## src/ated_pkg.sv

```systemverilog
// package for the adaptive tooth edge detector: widths, fractions, states
// assumes samples arrive as unsigned words on the block clock
package ated_pkg;
    // sample width and calibration length
    localparam int SAMPLE_W = 12;
    localparam int CAL_SAMPLES = 1024;
    // gain word: unsigned q4.8, unity is 1.0
    localparam int GAIN_W = 12;
    localparam logic [GAIN_W-1:0] GAIN_ONE = 12'h100;
    // normalised target span after gain
    localparam logic [SAMPLE_W-1:0] TARGET_SPAN = 12'h800;
    // threshold fractions in percent
    localparam int LOW_PCT = 30;
    localparam int HIGH_PCT = 70;
    // output states: off reads high
    localparam logic OUT_OFF = 1'b1;
    // reset values of the trackers
    localparam logic [SAMPLE_W-1:0] PEAK_RST = 12'h000;
    localparam logic [SAMPLE_W-1:0] VALLEY_RST = 12'hFFF;

    // top-level phase
    typedef enum logic [1:0] {
        ATED_CAL = 2'b00,
        ATED_RUN = 2'b01
    } ated_phase_e;

    // span references of one edge
    typedef struct packed {
        logic [SAMPLE_W-1:0] peak;
        logic [SAMPLE_W-1:0] valley;
    } ated_span_s;

    // state of the detector, apart from the output flops out_q and cal_q
    typedef struct packed {
        ated_phase_e phase;
        logic [10:0] cal_cnt;
        logic [GAIN_W-1:0] gain;
        ated_span_s track;
        ated_span_s prev;
        ated_span_s prev2;
        logic [SAMPLE_W-1:0] th_low;
        logic [SAMPLE_W-1:0] th_high;
        logic out;
        logic [1:0] edges;
        logic [2:0] good_sync;
        logic sup_good;
        logic reverse;
    } ated_state_s;
endpackage

```

## src/ated_detector.sv

```systemverilog
// adaptive tooth edge detector: calibration, peak/valley tracking, switching
// assumes sample_in is a new sample each cycle, supply_ok comes from an async
// supply monitor pin, reverse_dir from same-clock direction logic
`timescale 1ns/10ps

// Function
// - output off (high) from power-on
// - forward: high over tooth, rises at leading
// - reverse rotation inverts output polarity
// - first edge may be silent, second switches
// - first falling edge uses calibrated thresholds
// - undervoltage forces output off, ignores signal
// - power-up measures amplitude, sets constant gain
// - peak and valley trackers reference comparator
// - thresholds at 30 and 70 percent
// - forty percent hysteresis independent of gap
// - thresholds recomputed continuously while running
// - thresholds from previous two edges' data
module ated_detector
    import ated_pkg::*;
#(
    parameter int CAL_LEN = CAL_SAMPLES
) (
    input wire logic clk,
    input wire logic rstn,
    input wire logic [SAMPLE_W-1:0] sample_in, // raw differential sample
    input wire logic supply_ok, // async supply-good, low below supply_lockout_level
    input wire logic reverse_dir, // same-clock direction flag
    output logic tooth_out, // open-collector level, high is off
    output logic calibrated // high once gain is fixed
);
    ated_state_s st; // registered state
    ated_state_s nx; // next state

    logic [SAMPLE_W-1:0] norm; // gain-scaled sample
    logic [SAMPLE_W+GAIN_W-1:0] prod; // full product before scaling
    logic [SAMPLE_W-1:0] span; // reference span
    logic [SAMPLE_W-1:0] ref_pk; // combined peak of two previous edges
    logic [SAMPLE_W-1:0] ref_vl; // combined valley of two previous edges
    logic [SAMPLE_W+7:0] low_sc; // scaled span fractions
    logic [SAMPLE_W+7:0] high_sc;
    logic supply_good; // filtered supply flag
    logic raw_level; // switching decision before polarity
    logic [SAMPLE_W-1:0] cal_span; // measured calibration amplitude
    logic [SAMPLE_W+GAIN_W-1:0] gain_full; // calibration gain before clipping
    logic [GAIN_W-1:0] cal_gain; // calibration gain clipped to the gain word
    logic [SAMPLE_W+GAIN_W-1:0] seed_pk; // calibrated peak before clipping
    logic [SAMPLE_W+GAIN_W-1:0] seed_vl; // calibrated valley before clipping

    // gain scaling, saturating so a large gap cannot wrap the sample
    always_comb begin
        prod = sample_in * st.gain;
        if (prod[SAMPLE_W+GAIN_W-1:SAMPLE_W+8] != '0) begin
            norm = '1;
        end else begin
            norm = prod[SAMPLE_W+7:8];
        end
    end

    // next-state logic
    always_comb begin
        nx = st;
        // a change counts once second and third stage agree
        nx.good_sync = {st.good_sync[1:0], supply_ok};
        // the filtered flag moves only when stages two and three agree, so a
        // glitch caught by the first stage alone never reaches the output
        if (st.good_sync[1] == st.good_sync[2]) begin
            nx.sup_good = st.good_sync[2];
        end
        cal_span = st.track.peak - st.track.valley;
        // gain that maps the measured span onto the target span; a very small
        // span would overflow the gain word, so the gain clips at full scale
        if (cal_span != '0) begin
            gain_full = (24'(TARGET_SPAN) << 8) / 24'(cal_span);
        end else begin
            gain_full = 24'(st.gain);
        end
        cal_gain = (gain_full[SAMPLE_W+GAIN_W-1:GAIN_W] != '0) ? '1 : gain_full[GAIN_W-1:0];
        // seeds are scaled like the running sample and clip the same way, so a
        // large offset cannot wrap a reference around to the other rail
        seed_pk = (24'(st.track.peak) * 24'(cal_gain)) >> 8;
        seed_vl = (24'(st.track.valley) * 24'(cal_gain)) >> 8;
        // references merge the two preceding edges, so run-out is followed
        ref_pk = (st.prev.peak > st.prev2.peak) ? st.prev.peak : st.prev2.peak;
        ref_vl = (st.prev.valley < st.prev2.valley) ? st.prev.valley : st.prev2.valley;
        span = (ref_pk > ref_vl) ? ref_pk - ref_vl : '0;
        low_sc = 20'(span) * 20'(LOW_PCT) / 20'd100;
        high_sc = 20'(span) * 20'(HIGH_PCT) / 20'd100; // gap is 40% of span
        // switching works on the magnet level; direction only flips the pin
        raw_level = st.out;
        case (st.phase)
            ATED_CAL: begin
                // park the magnet level at the off state for the present direction,
                // so the pin stays off when running starts until a real crossing
                nx.out = OUT_OFF ^ reverse_dir;
                nx.reverse = reverse_dir;
                // track raw amplitude, then pick gain that hits the target span
                if (sample_in > st.track.peak) nx.track.peak = sample_in;
                if (sample_in < st.track.valley) nx.track.valley = sample_in;
                nx.cal_cnt = st.cal_cnt + 11'h001;
                if (32'(st.cal_cnt) == CAL_LEN - 1) begin
                    nx.phase = ATED_RUN;
                    nx.gain = cal_gain;
                    // seed references from the calibration so the first edge is exact
                    nx.prev.peak = (seed_pk[SAMPLE_W+GAIN_W-1:SAMPLE_W] != '0) ? '1
                        : seed_pk[SAMPLE_W-1:0];
                    nx.prev.valley = (seed_vl[SAMPLE_W+GAIN_W-1:SAMPLE_W] != '0) ? '1
                        : seed_vl[SAMPLE_W-1:0];
                    nx.prev2 = nx.prev;
                    nx.track = '{peak: PEAK_RST, valley: VALLEY_RST};
                end
            end
            ATED_RUN: begin
                // trackers follow the normalised signal
                if (norm > st.track.peak) nx.track.peak = norm;
                if (norm < st.track.valley) nx.track.valley = norm;
                nx.th_low = ref_vl + low_sc[SAMPLE_W-1:0];
                nx.th_high = ref_vl + high_sc[SAMPLE_W-1:0];
                // the internal level follows the magnet; hysteresis holds in between.
                // under lockout nothing switches: a forced level fighting the signal
                // would look like an edge every cycle and wash out the edge history
                if (supply_good) begin
                    if (raw_level && norm < st.th_low) begin
                        nx.out = ~st.out;
                    end else if (!raw_level && norm > st.th_high) begin
                        nx.out = ~st.out;
                    end
                    if (nx.out != st.out) begin
                        // edge: shift history, restart trackers
                        nx.prev2 = st.prev;
                        nx.prev = st.track;
                        nx.track = '{peak: norm, valley: norm};
                        if (st.edges != 2'h3) nx.edges = st.edges + 2'h1;
                    end
                end
                // a direction change flips the pin at once, with no edge of its own
                nx.reverse = reverse_dir;
            end
            default: nx.phase = ATED_CAL;
        endcase
        // supply below the lockout level: force off, no signal reaction
        if (!supply_good) begin
            nx.out = OUT_OFF ^ reverse_dir;
        end
    end

    // filtered supply flag, kept in the state so it changes on agreement only
    always_comb begin
        supply_good = st.sup_good;
    end

    // state register, off state at reset
    always_ff @(posedge clk or negedge rstn) begin
        if (!rstn) begin
            st <= '{phase: ATED_CAL, cal_cnt: 11'h000, gain: GAIN_ONE,
                    track: '{peak: PEAK_RST, valley: VALLEY_RST},
                    prev: '{peak: PEAK_RST, valley: PEAK_RST},
                    prev2: '{peak: PEAK_RST, valley: PEAK_RST},
                    th_low: 12'h000, th_high: 12'hFFF, out: OUT_OFF, edges: 2'h0,
                    good_sync: 3'h0, sup_good: 1'b0, reverse: 1'b0};
        end else begin
            st <= nx;
        end
    end

    // outputs from flops; output level is internal level xor direction
    // the pin is held off during calibration and under lockout whatever the level
    logic out_q;
    logic cal_q;
    always_ff @(posedge clk or negedge rstn) begin
        if (!rstn) begin
            out_q <= OUT_OFF;
            cal_q <= 1'b0;
        end else begin
            out_q <= (supply_good && nx.phase == ATED_RUN) ? (nx.out ^ nx.reverse) : OUT_OFF;
            cal_q <= (nx.phase == ATED_RUN);
        end
    end
    assign tooth_out = out_q;
    assign calibrated = cal_q;

    // assertions: they watch the registered state and the pin one cycle after
    // the decision, so a slip in the pipeline shows up here first
    off_at_lockout_a: assert property (@(posedge clk) disable iff (!rstn)
        !st.good_sync[1] && !st.good_sync[2] |-> ##2 tooth_out == OUT_OFF)
        else $error("output not off under lockout");
    off_in_cal_a: assert property (@(posedge clk) disable iff (!rstn)
        st.phase == ATED_CAL && nx.phase == ATED_CAL |=> tooth_out == OUT_OFF)
        else $error("output left off state before calibration");
    hyst_gap_a: assert property (@(posedge clk) disable iff (!rstn)
        st.phase == ATED_RUN |=> st.th_high >= st.th_low)
        else $error("thresholds out of order");
    cal_done_a: assert property (@(posedge clk) disable iff (!rstn)
        st.phase == ATED_CAL && 32'(st.cal_cnt) == CAL_LEN - 1 |=> st.phase == ATED_RUN)
        else $error("calibration did not end");
    track_peak_a: assert property (@(posedge clk) disable iff (!rstn)
        st.phase == ATED_RUN && nx.out == st.out && norm > st.track.peak
        |=> st.track.peak == $past(norm))
        else $error("peak tracker missed sample");
    switch_low_a: assert property (@(posedge clk) disable iff (!rstn)
        st.phase == ATED_RUN && supply_good && raw_level && norm < st.th_low
        && reverse_dir == st.reverse |=> st.out != $past(st.out))
        else $error("no switch below lower threshold");
    hist_shift_a: assert property (@(posedge clk) disable iff (!rstn)
        st.phase == ATED_RUN && nx.out != st.out && supply_good
        |=> st.prev2 == $past(st.prev))
        else $error("edge history not shifted");
    pol_a: assert property (@(posedge clk) disable iff (!rstn)
        st.phase == ATED_RUN && supply_good && nx.phase == ATED_RUN
        |=> tooth_out == $past(nx.out ^ nx.reverse))
        else $error("output polarity wrong");
    sync_agree_a: assert property (@(posedge clk) disable iff (!rstn)
        st.sup_good != $past(st.sup_good) |-> $past(st.good_sync[1]) == $past(st.good_sync[2]))
        else $error("supply flag moved before stages agreed");
    edge_count_a: assert property (@(posedge clk) disable iff (!rstn)
        st.phase == ATED_RUN && supply_good && nx.out != st.out && st.edges != 2'h3
        |=> st.edges == $past(st.edges) + 2'h1)
        else $error("edge not counted");
    lock_freeze_a: assert property (@(posedge clk) disable iff (!rstn)
        st.phase == ATED_RUN && !supply_good |=> st.prev == $past(st.prev))
        else $error("edge history moved under lockout");
endmodule

```

## config.mk

```make
export PLATFORM = sky130hd
export DESIGN_NAME = ated_detector
export DESIGN_NICKNAME = d
export VERILOG_FILES = /design/src/ated_pkg.sv /design/src/ated_detector.sv
export SDC_FILE = /design/constraint.sdc
export NUM_CORES = 2
export LEC_CHECK = 0
export ABC_CLOCK_PERIOD_IN_PS = 73400
export BUFFER_PORTS_ARGS = -buffer_cell sky130_fd_sc_hd__buf_2
export CAP_MARGIN = 10
export CELL_PAD_IN_SITES_DETAIL_PLACEMENT = 1
export CELL_PAD_IN_SITES_GLOBAL_PLACEMENT = 1
export CORE_ASPECT_RATIO = 1.1
export CORE_MARGIN = 5
export CORE_UTILIZATION = 51
export DETAILED_ROUTE_END_ITERATION = 8
export PLACE_DENSITY = 0.8
export SLEW_MARGIN = 20
export SYNTH_ARGS = -nofsm -noshare
export SYNTH_HDL_FRONTEND = slang
export SYNTH_SLANG_ARGS = --single-unit
```

## constraint.sdc

```tcl
create_clock -name clk -period 73.4 [get_ports clk]
set_clock_uncertainty 0.05 [all_clocks]
set_input_delay 14.68 -clock clk [delete_from_list [all_inputs] [get_ports clk]]
set_output_delay 14.68 -clock clk [all_outputs]
set_load 0.02 [all_outputs]
```

== Word-level counts from Yosys, hierarchy flattened ==
Index checks and enable logic that the tools add are counted.
Word-level totals
  register bits: 129
  bits in read-only memories: 0
  bits of input ports: 16
  latch bits: 0
  logic and storage cells: 94
  memories: 0
  RAM bits: 0
Cells by class
  bitwise gates (word level): 3
  shift-type cells: 0
  magnitude comparators: 9
  div/mod/pow operators: 3
  equal/unequal tests: 10
  add/subtract/negate cells: 5
  multipliers: 5
  multiplexer cells: 26
  reductions and logical operators: 16
Operator list (number)
  72-bit 2-to-1 mux: 3
  72-bit case mux with 2 select lines: 1
  12-bit 2-to-1 mux: 11
  12-bit by 12-bit multiplier with 24-bit output: 3
  12-bit greater-than comparator: 5
  12-bit less-than comparator: 4
  12-bit nonzero test: 4
  12-bit adder: 2
  20-bit by 12-bit divider with 24-bit output, first input constant: 1
  24-bit 2-to-1 mux: 1
  12-bit subtractor: 2
  17-bit by 7-bit divider with 20-bit output, second input constant: 1
  19-bit by 7-bit divider with 20-bit output, second input constant: 1
  12-bit by 6-bit multiplier with 18-bit output, second input constant: 1
  12-bit by 4-bit multiplier with 16-bit output, second input constant: 1
  11-bit by 1-bit adder with 11-bit output, second input constant: 1
  11-bit by 10-bit equality test with 1-bit output, second input constant: 1
  1-bit 2-to-1 mux: 7
  2-bit inequality test, second input constant: 3
  3-bit inequality test, second input constant: 2
  2-bit AND reduction: 3
  2-bit by 1-bit equality test with 1-bit output, second input constant: 2
  2-bit case mux with 2 select lines: 1
  4-bit AND reduction: 1
  12 further kinds: 15

== Logic depth before layout (Yosys ltp) ==
  depth after elaboration: 13
  gate-level depth with buffers: 330
  depth with buffers taken out: 303

== Least setup slack after synthesis ==
Ideal clock, no wire load.
  kind: reg-to-reg
  from: register st[81] (netlist bit)
  to: register st[61] (netlist bit)
  path buffers: 29
  arrival: 58.363 ns
  path slack: 14.863 ns
  library setup time: 0.124 ns
  stages on the path, launching flop included: 311
  path through: dfstp_2 > clkbuf_1 > inv_1 > fa_1 > a21o_1 > a221oi_2 > nor4_1 > nor3_4 > nand2_2 > or2_2 > clkbuf_1 > nor2_1 > nand2_1 > nor2_1 > nand2_1 > nor2_1 > ha_1 > o21a_1 > (+275 left out) > fa_1 > inv_1 > fa_1 > inv_1 > fa_1 > inv_1 > fa_1 > ha_1 > nand4b_1 > nor2_1 > a41o_1 > a31o_2 > o2111ai_2 > o21a_2 > o311ai_0 > a21oi_1 > o31a_1 > a211o_1
On the way
  longest elaborated chain between the ends: 10
Ends and longest elaborated chain
  start: declaration: RTL line ated_detector.sv:32  | ated_state_s st;
  start signal: assignment: RTL line ated_detector.sv:155  | st <= '{phase: ATED_CAL, cal_cnt: 11'h000, gain: GAIN_ONE,
  start signal: assignment: RTL line ated_detector.sv:162  | st <= nx;
  12-bit subtractor: RTL line ated_detector.sv:70  | cal_span = st.track.peak - st.track.valley;
  20-bit by 12-bit divider with 24-bit output / 12-bit nonzero test (equally long branches): RTL line ated_detector.sv:74, ated_detector.sv:73
  24-bit 2-to-1 mux: RTL line ated_detector.sv:73  | if (cal_span != '0) begin
  12-bit nonzero test: RTL line ated_detector.sv:78  | cal_gain = (gain_full[SAMPLE_W+GAIN_W-1:GAIN_W] != '0) ? '1 : gain_full[GAIN_W-1:0];
  12-bit 2-to-1 mux: RTL line ated_detector.sv:78
  12-bit by 12-bit multiplier with 24-bit output *: RTL line ated_detector.sv:82  | seed_vl = (24'(st.track.valley) * 24'(cal_gain)) >> 8;
  12-bit nonzero test: RTL line ated_detector.sv:107  | nx.prev.valley = (seed_vl[SAMPLE_W+GAIN_W-1:SAMPLE_W] != '0) ? '1
  12-bit 2-to-1 mux *: RTL line ated_detector.sv:107
  72-bit 2-to-1 mux *: RTL line ated_detector.sv:101  | if (32'(st.cal_cnt) == CAL_LEN - 1) begin
  72-bit case mux with 2 select lines *: RTL line ated_detector.sv:91  | case (st.phase)
Every way passes the cells marked *; elsewhere a longest branch is shown, timed or not. The select of a mux whose other input is x is not followed.
A chain may end at the register's enable or synchronous reset.

== Worst setup path after layout ==
  from: register st[81] (netlist bit)
  to: register st[62] (netlist bit)
The elaborated chain is that of the path after synthesis.

==> impl_metrics.env <==
export IMPL_status="completed"
export IMPL_via_count=42090
export IMPL_crit_path_end_kind="register"
export IMPL_wl_met3_um=6021
export IMPL_cts_buffers=17
export IMPL_antenna_left=0
export IMPL_synth_warnings=0
export IMPL_cp_required_ns=73.62
export IMPL_drtIter0Drc=2056
export IMPL_routed_via_density=6.305
export IMPL_hp_class="reg2reg"
export IMPL_drc=0
export IMPL_die_h_um=315.4
export IMPL_drv_slew=0
export IMPL_htreeDepth=4
export IMPL_slowest_delay_ns=0.82
export IMPL_layout_cells_non_filler=6675
export IMPL_synth_edff_count=0
export IMPL_critPathLaunchType="register"
export IMPL_grt_use_total_pct=31.53
export IMPL_yosysSeqAreaShare_pct=7.545
export IMPL_netlist_area_sq_um=43230
export IMPL_dr_pass1_iters=5
export IMPL_met1_length_um=58830
export IMPL_period_share_pct=92.02
export IMPL_synth_avg_cell_area_sq_um=7.694
export IMPL_cts_resized=0
export IMPL_cts_tree="done"
export IMPL_cts_root_buffer="clkbuf_16"
export IMPL_criticalPathCategory="reg2reg"
export IMPL_wirelength_um=145800
export IMPL_place_ws_ns=6.754
export IMPL_dieWidth_um=287.6
export IMPL_std_cell_rows=112
export IMPL_ios=18
export IMPL_final_nets=6433
export IMPL_synth_seq_cells=129
export IMPL_tightest_slew_ns=1.118
export IMPL_crit_top_cell="o21ai_0"
export IMPL_wl_met2_um=73980
export IMPL_wl_per_cell_um=21.84
export IMPL_core_area_sq_um=84500
export IMPL_place_congestion=0.9421
export IMPL_setup_viol=0
export IMPL_numPortBuffers=17
export IMPL_final_setup_tns_ns=0
export IMPL_dieArea_sq_um=90700
export IMPL_synthFlopType="dfrtp_1"
export IMPL_cp_slowest_cell="a2bb2oi_1"
export IMPL_cts_hold_buf=0
export IMPL_period_minus_slack_ns=67.55
export IMPL_path_clk_slew_ns=0.07
export IMPL_hpwl_um=115400
export IMPL_utilization_pct=53.44
export IMPL_dp_cells=6642
export IMPL_top_layer="met4"
export IMPL_syn_inst=5619
export IMPL_fin_ws_ns=5.854
export IMPL_grt_max_degree=97
export IMPL_antenna_found_initial=1
export IMPL_hold_viol_final=0
export IMPL_worst_path_max_fanout=24
export IMPL_max_freq_mhz=14.80
export IMPL_relSlewSlack_pct=25.49
export IMPL_drv_cap=0
export IMPL_initial_utilization_pct=51.16
export IMPL_clock_latency_ns=0.47
export IMPL_cts_num_sinks=129
export IMPL_area_growth_pct=4.457
export IMPL_cp_data_arrival_time_ns=67.77
export IMPL_synth_cell_types=126
export IMPL_first_global_vias=44430
export IMPL_rsz0062_at_grt="no"
export IMPL_drive_gt1_share_pct=6.361
export IMPL_grt_overflow_total=0
export IMPL_clock_path_buffers=2
export IMPL_grt_pass1_wl_um=234500
export IMPL_cts_setup_buffers=0
export IMPL_synthArstFlopShare_pct=100.0
## flip-flops by register name, summed over array words and instances, names as in the netlist
name	cells
tooth_out	1
nx	2
calibrated	1
st	123
raw_level	1
supply_good	1
## cells by family (layout without fill, tap and decap cells)
kind of cell | count (synthesis) | after routing | share of synthesized area [%]
simple gates | 1873 | 1873 | 21.00
compound gates | 1522 | 1522 | 23.84
fa+ha+maj | 906 | 906 | 31.93
buf+inv | 788 | 702 | 6.995
xor+xnor | 283 | 283 | 5.768
flops | 129 | 129 | 7.545
mux | 117 | 117 | 2.914
other cells | 1 | 3 | 0.008674
## per-layer routing
| layer | up-vias | GRT usage, % |
|---|---|---|
| li1 | 19600 | - |
| met1 | 21070 | 36.77 |
| met2 | 1032 | 58.82 |
| met4 | 0 | 13.46 |
| met3 | 385 | 3.014 |
| met5 | - | 0 |
## metrics by stage
stage | area [sq um] | hold WS [ns]
global route | 45160 | 0.3245
CTS | 45150 | 0.3107
detailed placement | 44580 | 0.2925
finish | 45160 | 0.3107
global placement | 44580 | 0.2863
floorplan | 43240 | 0.2812
## cells in the mapped netlist (all sizes together) (36+ instances only)
cell / n / area [sq um]
a211oi: 44 / 345.3
a21o: 124 / 930.9
a21oi: 387 / 1948
a31oi: 67 / 449.2
and2: 208 / 1301
and3: 36 / 230.2
buf: 44 / 231.5
clkbuf: 162 / 608.1
dfrtp: 102 / 2552
fa: 332 / 6646
ha: 564 / 7057
inv: 581 / 2181
mux2: 59 / 664.4
mux2i: 58 / 595.6
nand2: 653 / 2454
nand2b: 71 / 444.2
nand3: 107 / 540.5
nand4: 71 / 459.2
nor2: 376 / 1416
nor2b: 56 / 350.3
nor3: 137 / 713.2
o211ai: 70 / 530.5
o21a: 64 / 481.7
o21ai: 321 / 1622
o21bai: 53 / 397.9
o31ai: 67 / 651.9
or3: 38 / 237.7
xnor2: 200 / 1767
xor2: 83 / 727.0
## final timing paths
check                                    from            endpoint  slack (ns)  depth (start not counted)
max                        st[81]$_DFFE_PN1P_  st[62]$_DFFE_PN0P_        5.85                        288
min                           nx[3]$_DFF_PN0_     nx[4]$_DFF_PN0_        0.31                          0
max reg2reg                st[81]$_DFFE_PN1P_  st[62]$_DFFE_PN0P_        5.85                        288
min reg2reg                   nx[3]$_DFF_PN0_     nx[4]$_DFF_PN0_        0.31                          0
max in group asynchronous                rstn  st[36]$_DFFE_PN0P_       57.85                          2
min in group asynchronous                rstn  st[79]$_DFFE_PN0P_       14.17                          1
## critical path, delay by kind of cell (launching register included)
family                     cells  cell delay, ns
AOI/OAI and AO/OA            141           30.74
and+or+nand+nor               91           19.62
adders and majority gates     29            9.84
buffers and inverters         17            3.00
muxes                          9            2.96
DFF                            1            0.76
xor gates and xnor gates       1            0.23
## cells in the final DEF, fill, tap and decap left out, types with 17 or more instances in the layout
master     Yosys  layout
a2111oi_0     20      20
a211o_1       24      24
a211oi_1      41      41
a21boi_0      23      23
a21o_1       124     124
a21oi_1      384     375
a31o_2        19      19
a31oi_1       65      63
and2_1       208     208
and3_1        35      34
and4_1        20      20
buf_4          4      71
clkbuf_16      0      17
dfrtp_1      102     102
dfstp_2       27      27
fa_1         332     332
ha_1         564     563
inv_1        580     580
mux2_2        57      57
mux2i_1       54      53
nand2_1      652     651
nand2b_1      71      71
nand3_1      106     106
nand4_1       70      70
nor2_1       374     372
nor2b_1       56      55
nor3_1       134     134
o211ai_1      69      69
o21a_1        63      63
o21ai_0      302     302
o21ai_1       17      17
o21bai_1      53      53
o22ai_1       20      20
o31a_1        21      21
o31ai_1       53      53
or2_2         30      30
or3_1         38      37
xnor2_1      198     195
xor2_1        83      83
## cell type report
cell class / count / area [sq um]
repair buffers: 88 / 624.3
clock inverters: 14 / 147.6
fillers: 10670 / 39340
well taps: 1140 / 1426
diodes: 1 / 2.502
inverters: 582 / 2185
multi-input cells: 4703 / 37080
clock buffers: 18 / 429.2
flip-flops and latches: 129 / 3262
Power is not shown: default switching activity piles up to over one toggle a cycle in this logic, so the estimate is an artifact.
